### src/pks_pkg.sv
// Constants and state types for the power key sequencer.
// Assumes a 125 MHz core clock.
package pks_pkg;
    // ----------------------------------------
    // Timing
    // ----------------------------------------
    localparam int unsigned CLK_HZ = 125000000;
    localparam int unsigned ON_MS = 500;
    localparam int unsigned RESET_MS = 4000;
    localparam int unsigned OFF_MS = 18000;
    localparam int unsigned DEBOUNCE_US = 10;
    localparam int unsigned BOOT_MS = 100;
    localparam int unsigned RESET_HOLD_MS = 10;
    localparam int unsigned CLK_PER_MS = CLK_HZ / 1000;
    localparam int unsigned CLK_PER_US = CLK_HZ / 1000000;
    localparam int unsigned DEBOUNCE_CYC = DEBOUNCE_US * CLK_PER_US;
    localparam int unsigned CNT_W = 32;

    // ----------------------------------------
    // States
    // ----------------------------------------
    typedef enum logic [2:0] {
        ST_OFF,
        ST_BOOT,
        ST_RUN,
        ST_RESET,
        ST_SHUT_RESET,
        ST_SHUT_SERIAL
    } state_e;
endpackage

### src/power_key_sequencer.sv
// Power key sequencer: power on, reset and shutdown from key pulse widths,
// level startup, download strap and sleep gating.
// Assumes pin inputs are asynchronous and commands come from same-clock logic.
`timescale 1ns/1ps
module power_key_sequencer #(
    parameter int unsigned ON_CYC = pks_pkg::ON_MS * pks_pkg::CLK_PER_MS,
    parameter int unsigned RESET_CYC = pks_pkg::RESET_MS * pks_pkg::CLK_PER_MS,
    parameter int unsigned OFF_CYC = pks_pkg::OFF_MS * pks_pkg::CLK_PER_MS,
    parameter int unsigned BOOT_CYC = pks_pkg::BOOT_MS * pks_pkg::CLK_PER_MS,
    parameter int unsigned RESET_HOLD_CYC = pks_pkg::RESET_HOLD_MS * pks_pkg::CLK_PER_MS
) (
    input wire logic CLK,
    input wire logic RST_N,
    input wire logic POWER_KEY_LOW_PULSE_N,
    input wire logic STARTUP_LEVEL_INPUT,
    input wire logic DOWNLOAD_STRAP_N,
    input wire logic SLEEP_PIN,
    input wire logic SLEEP_CMD,
    input wire logic WAKE_EVENT,
    input wire logic SERIAL_SHUTDOWN_DONE,
    output logic CORE_POWER,
    output logic CORE_RESET_N,
    output logic IO_RAIL_OUTPUT,
    output logic SERIAL_READY,
    output logic DOWNLOAD_MODE,
    output logic SLEEP_MODE
);
    logic [2:0] sync1;
    logic [2:0] sync2;
    logic key_low;
    logic startup_hi;
    logic strap_low;
    logic pressed;
    logic [pks_pkg::CNT_W-1:0] low_count;
    pks_pkg::state_e state;
    pks_pkg::state_e next_state;
    logic [pks_pkg::CNT_W-1:0] tmr;
    logic [pks_pkg::CNT_W-1:0] next_tmr;
    logic key_armed;
    logic next_key_armed;
    logic auto_start;
    logic next_auto_start;
    logic next_core_power;
    logic next_core_reset_n;
    logic next_io_rail;
    logic next_serial_ready;
    logic next_download;
    logic next_sleep;
    // Idle pin levels: key up, startup low, strap open, so no false start after reset
    localparam logic [2:0] PIN_IDLE = 3'h5;

    // ----------------------------------------
    // Pin synchronisers
    // ----------------------------------------
    always_ff @(posedge CLK) begin
        if (!RST_N) begin
            sync1 <= PIN_IDLE;
            sync2 <= PIN_IDLE;
        end else begin
            sync1 <= {POWER_KEY_LOW_PULSE_N, STARTUP_LEVEL_INPUT, DOWNLOAD_STRAP_N};
            sync2 <= sync1;
        end
    end

    assign key_low = ~sync2[2];
    assign startup_hi = sync2[1];
    assign strap_low = ~sync2[0];

    pulse_timer #(
        .DEBOUNCE(pks_pkg::DEBOUNCE_CYC)
    ) u_timer (
        .CLK(CLK),
        .RST_N(RST_N),
        .KEY_LOW(key_low),
        .PRESSED(pressed),
        .LOW_COUNT(low_count)
    );

    // ----------------------------------------
    // Sequencer
    // ----------------------------------------
    // Reset and shutdown thresholds act on release, so a 4s press does not reset on its way to 18s.
    // The key must be seen released after each action before it acts again.
    always_comb begin
        next_state = state;
        next_tmr = tmr;
        next_key_armed = key_armed;
        next_auto_start = auto_start;
        next_core_power = CORE_POWER;
        next_core_reset_n = CORE_RESET_N;
        next_io_rail = IO_RAIL_OUTPUT;
        next_serial_ready = SERIAL_READY;
        next_download = DOWNLOAD_MODE;
        next_sleep = SLEEP_MODE;
        if (!pressed) begin
            next_key_armed = 1'b1;
        end
        unique case (state)
            pks_pkg::ST_OFF: begin
                next_core_power = 1'b0;
                next_core_reset_n = 1'b0;
                next_io_rail = 1'b0;
                next_serial_ready = 1'b0;
                next_sleep = 1'b0;
                next_download = 1'b0;
                if (startup_hi) begin
                    next_state = pks_pkg::ST_BOOT;
                    next_auto_start = 1'b1;
                    next_tmr = '0;
                end else if (key_armed && pressed && low_count > ON_CYC) begin
                    next_state = pks_pkg::ST_BOOT;
                    next_key_armed = 1'b0;
                    next_auto_start = 1'b0;
                    next_tmr = '0;
                end
            end
            pks_pkg::ST_BOOT: begin
                next_core_power = 1'b1;
                next_core_reset_n = 1'b1;
                next_io_rail = 1'b1;
                next_serial_ready = 1'b0;
                next_tmr = tmr + 1'b1;
                if (tmr >= BOOT_CYC - 1) begin
                    next_state = pks_pkg::ST_RUN;
                    // RUN reads tmr as a held key length
                    next_tmr = '0;
                end
            end
            pks_pkg::ST_RUN: begin
                next_serial_ready = 1'b1;
                if (startup_hi) begin
                    next_auto_start = 1'b1;
                end
                if (strap_low) begin
                    next_download = 1'b1;
                end
                // Pin and command must agree; any call event wakes at once
                next_sleep = SLEEP_PIN && SLEEP_CMD && !WAKE_EVENT;
                if (key_armed && !pressed && low_count == '0 && tmr > OFF_CYC
                        && !auto_start) begin
                    next_state = pks_pkg::ST_SHUT_RESET;
                    next_tmr = '0;
                    next_sleep = 1'b0;
                end else if (key_armed && !pressed && tmr > RESET_CYC) begin
                    next_state = pks_pkg::ST_RESET;
                    next_tmr = '0;
                    next_sleep = 1'b0;
                end else if (pressed) begin
                    next_tmr = low_count;
                end else begin
                    next_tmr = '0;
                end
            end
            pks_pkg::ST_RESET: begin
                next_core_reset_n = 1'b0;
                next_serial_ready = 1'b0;
                next_download = 1'b0;
                next_tmr = tmr + 1'b1;
                if (tmr >= RESET_HOLD_CYC - 1) begin
                    next_state = pks_pkg::ST_BOOT;
                    next_tmr = '0;
                end
            end
            pks_pkg::ST_SHUT_RESET: begin
                next_core_reset_n = 1'b0;
                next_serial_ready = 1'b0;
                next_tmr = tmr + 1'b1;
                if (tmr >= RESET_HOLD_CYC - 1) begin
                    next_state = pks_pkg::ST_SHUT_SERIAL;
                end
            end
            pks_pkg::ST_SHUT_SERIAL: begin
                next_io_rail = 1'b1;
                if (SERIAL_SHUTDOWN_DONE) begin
                    next_io_rail = 1'b0;
                    next_core_power = 1'b0;
                    next_state = pks_pkg::ST_OFF;
                end
            end
        endcase
    end

    always_ff @(posedge CLK) begin
        if (!RST_N) begin
            state <= pks_pkg::ST_OFF;
            tmr <= '0;
            key_armed <= 1'b0;
            auto_start <= 1'b0;
            CORE_POWER <= 1'b0;
            CORE_RESET_N <= 1'b0;
            IO_RAIL_OUTPUT <= 1'b0;
            SERIAL_READY <= 1'b0;
            DOWNLOAD_MODE <= 1'b0;
            SLEEP_MODE <= 1'b0;
        end else begin
            state <= next_state;
            tmr <= next_tmr;
            key_armed <= next_key_armed;
            auto_start <= next_auto_start;
            CORE_POWER <= next_core_power;
            CORE_RESET_N <= next_core_reset_n;
            IO_RAIL_OUTPUT <= next_io_rail;
            SERIAL_READY <= next_serial_ready;
            DOWNLOAD_MODE <= next_download;
            SLEEP_MODE <= next_sleep;
        end
    end
endmodule

### src/pulse_timer.sv
// Debounced low-level duration counter for the power key.
// Assumes the input has already been synchronised to CLK.
`timescale 1ns/1ps
module pulse_timer #(
    parameter int unsigned DEBOUNCE = pks_pkg::DEBOUNCE_CYC
) (
    input wire logic CLK,
    input wire logic RST_N,
    input wire logic KEY_LOW,
    output logic PRESSED,
    output logic [pks_pkg::CNT_W-1:0] LOW_COUNT
);
    logic [15:0] stable_cnt;
    logic [15:0] next_stable_cnt;
    logic next_pressed;
    logic [pks_pkg::CNT_W-1:0] next_low_count;

    // ----------------------------------------
    // Debounce and measure
    // ----------------------------------------
    always_comb begin
        next_stable_cnt = stable_cnt;
        next_pressed = PRESSED;
        next_low_count = LOW_COUNT;
        if (KEY_LOW == PRESSED) begin
            next_stable_cnt = 16'h0000;
        end else if (stable_cnt >= 16'(DEBOUNCE - 1)) begin
            next_stable_cnt = 16'h0000;
            next_pressed = KEY_LOW;
        end else begin
            next_stable_cnt = stable_cnt + 16'h0001;
        end
        // Saturate so a stuck key never wraps back under a threshold
        if (!next_pressed) begin
            next_low_count = '0;
        end else if (LOW_COUNT != '1) begin
            next_low_count = LOW_COUNT + 1'b1;
        end
    end

    always_ff @(posedge CLK) begin
        if (!RST_N) begin
            stable_cnt <= 16'h0000;
            PRESSED <= 1'b0;
            LOW_COUNT <= '0;
        end else begin
            stable_cnt <= next_stable_cnt;
            PRESSED <= next_pressed;
            LOW_COUNT <= next_low_count;
        end
    end
endmodule
### config.mk
export PLATFORM = sky130hd
export DESIGN_NAME = power_key_sequencer
export DESIGN_NICKNAME = d
export VERILOG_FILES = /design/src/pks_pkg.sv /design/src/power_key_sequencer.sv /design/src/pulse_timer.sv
export SDC_FILE = /design/constraint.sdc
export NUM_CORES = 1
export LEC_CHECK = 0
export BUFFER_PORTS_ARGS = -buffer_cell sky130_fd_sc_hd__buf_2
export CAP_MARGIN = 20
export CORE_MARGIN = 10
export CORE_UTILIZATION = 35
export DETAILED_ROUTE_END_ITERATION = 8
export GPL_ROUTABILITY_DRIVEN = 0
export SKIP_LAST_GASP = 1
export SLEW_MARGIN = 10
export SYNTH_ARGS = -nofsm -noshare
export SYNTH_HDL_FRONTEND = slang
export SYNTH_SLANG_ARGS = --single-unit
### constraint.sdc
create_clock -name CLK -period 3 [get_ports CLK]
set_clock_uncertainty 0.2 [all_clocks]
set_input_delay 0.15 -clock CLK [delete_from_list [all_inputs] [get_ports CLK]]
set_output_delay 0.15 -clock CLK [all_outputs]
set_load 0.02 [all_outputs]
==> results.tsv <==
metric	value	unit
worst_setup_path_start_kind	register	
first_global_vias	4932	
coreArea	15400	um2
place_hpwl	11.1	mm
final_antenna_net_count	0	
io_pins	15	
synth-simple-area-share	0.306	
initial_core_util	0.360	
final_common_cell	dfxtp_1	
die_width	146	um
fin_ws	0.177	ns
clock_path_buffers	2	
firstDrtPassIters	8	
antenna_cells	0	
clock.fmax	0.354	GHz
routedWlPerCell	17.0	um
num_vias	5160	
cp_data_required_time	3.07	ns
grt_max_degree	32	
holdPathStages	3	
multi_input_area	3260	um2
synthFlopType	dfxtp_1	
synthMuxAreaShare	0.00181	
mostFrequentLayoutCells	dfxtp_1, nor2_1, nand2_1, nand3_1, a21oi_1	
grt.total_usage	0.143	
htree_levels	3	
area_growth	11.5	%
p_leak	0.00212	uW
syn_area	5540	um2
worst_pin_slew	0.617	ns
synth_top_family_by_area	simple AND/OR/NAND/NOR gates	
seq_area	1960	um2
fill_cells	1562	
post_cts_buffers	0	
pre_cts_ws	0.357	ns
syn_inst	683	
yosys_warnings	0	
peakVddDrop	0.315	mV
synth.distinct_cells	78	
antenna_found_initial	0	
crit_fanout	9	
synth_compound_area_frac	0.183	
fin_crit_sh	0.941	
slew_headroom	0.586	
finalHoldViolations	0	
clkSlewWorstSetupHoldPaths	0.08	ns
slowest_stage	dlygate4sd3_1	
seq_area_frac_synth	0.354	
grt_overflow	0	
status	finished clean	
synthAdderAreaFrac	0.0158	
rsz0062_at_grt	false	
path_cells	nand2_1, nor4b_1, nand4_1, o211ai_1, nand4b_1, dlygate4sd3_1, a21oi_1	
arrival	2.90	ns
cts_tree	done	
clock_latency	0.36	ns
io_buffer_count	14	
synth-xor-area-share	0.0759	
fin_nets	707	
synth_async_sr_flop_share	0	
drive_above_1_share	0.114	
end_kind	register	
cap_violations	0	
dr.first_iter.drc_count	583	
drc	0	
cts_root_buf	clkbuf_16	
core.rowCount	45	
synth_edf_count	0	
rr_worst_depth	7	
fin_crit	2.82	ns
synth_area_per_cell	8.11	um2
routed_via_density	5.69	
synth_top_area_frac	0.354	
final_max_slew_viol_count	0	
cellPowerDensity	520	nW/um2
synth_seq_cells	98	
die_y	146	um
slowest_delay	0.59	ns
tns	0	ns
synth_area_leaders	dfxtp_1, nor2_1, nand2_1, xor2_1, xnor2_1	
die-area	21300	um2
hp-class	input pin to register	
cts_sinks	98	
worstSetupPathType	register to register	
setup_viol	0	
grt_pass1_wl	25.5	mm
cts_buffers	9	
synth_largest_area_cell	dfxtp_1	
finalWirelength	15.4	mm
[cell usage after synthesis, types with 5 or more instances]
| cell type | instances |
|---|---|
| buf_6 | 6 |
| xor2_1 | 26 |
| clkbuf_1 | 24 |
| nand2b_1 | 7 |
| and2_1 | 12 |
| nor4_1 | 16 |
| a22oi_1 | 23 |
| a31oi_1 | 5 |
| and3_1 | 14 |
| nor2_1 | 79 |
| nand2_1 | 63 |
| inv_1 | 23 |
| dfxtp_1 | 98 |
| nand3_1 | 38 |
| a21oi_1 | 33 |
| xnor2_1 | 22 |
| o211ai_1 | 6 |
| nor3_1 | 18 |
| a32oi_1 | 6 |
| buf_2 | 16 |
| ha_1 | 7 |
| o21ai_0 | 14 |
| o21ai_1 | 11 |
| and4_1 | 8 |
| nand4_1 | 21 |
[kinds of logic after synthesis]
kind of cell,Yosys count
AO/OA/AOI/OAI,140
other,1
flip-flops,98
multiplexers,1
AND/OR/NAND/NOR,315
buffers and inverters,73
XOR/XNOR,48
adder cells (fa/ha/maj),7
[cell type report]
| cell class | count | area share |
|---|---|---|
| Clock buffer | 9 | 0.0365 |
| Tap cell | 211 | 0.0427 |
| Multi-Input combinational cell | 516 | 0.528 |
| Timing Repair Buffer | 42 | 0.0478 |
| Clock inverter | 7 | 0.0128 |
| Inverter | 24 | 0.0146 |
| Sequential cell | 98 | 0.318 |
[through the flow]
step                      hold slack (ns)   util  instances  power [uW]  area (um2)
after floorplan                    0.0515      -        687        1860        5550
after global placement              0.135  0.377        885        2010        5800
after detailed placement            0.136  0.377        885        2020        5800
after CTS                          0.0847  0.401        907        3220        6160
after global routing                0.109  0.402        907        3350        6180
final                               0.103  0.402        907        3210        6180
[where the power goes]
part | internal [uW] | leakage (uW) | switching (uW) | total [uW]
Clock | 597 | 0.000150 | 595 | 1190
Combinational | 227 | 0.00117 | 396 | 623
Sequential | 1340 | 0.000794 | 56.4 | 1400
[routing by layer]
| layer | track usage | vias up | part of all wire |
|---|---|---|---|
| met2 | 0.221 | 225 | 0.44 |
| met3 | 0.0360 | 30 | 0.083 |
| met5 | 0 | - | 0 |
| li1 | - | 2475 | - |
| met4 | 0.0526 | 0 | 0.028 |
| met1 | 0.188 | 2430 | 0.45 |
[final timing paths]
kind / start / end / slack (ns)
setup / recovery: tmr[14] / SLEEP_MODE / 0.18
hold / removal: RST_N / sync2[0] / 0.10
setup reg to reg: tmr[14] / SLEEP_MODE / 0.18
hold reg to reg: sync1[0] / sync2[0] / 0.22
[what timing repair did]
| action | in CTS | in global routing |
|---|---|---|
| endpoints found under the setup margin | 0 | 1 |
| gates resized for setup | 0 | 3 |
| hold buffers | 6 | 0 |
| endpoints found under the hold margin | 5 | 0 |
[registers in the layout (all words and copies together) (netlist names)]
| register | count |
|---|---|
| key_armed | 1 |
| state | 3 |
| auto_start | 1 |
| u_timer.LOW_COUNT | 32 |
| u_timer.PRESSED | 1 |
| IO_RAIL_OUTPUT | 1 |
| tmr | 32 |
| CORE_RESET_N | 1 |
| sync2 | 3 |
| DOWNLOAD_MODE | 1 |
| SLEEP_MODE | 1 |
| sync1 | 3 |
| SERIAL_READY | 1 |
| CORE_POWER | 1 |
| u_timer.stable_cnt | 16 |
[critical path, delay by kind of cell (launching register included)]
family          cells  cell delay, ns
flops               1            0.51
buf+inv             1            0.59
simple gates        4            0.98
compound gates      2            0.45
No activity file was read; power rests on OpenSTA's default activity.
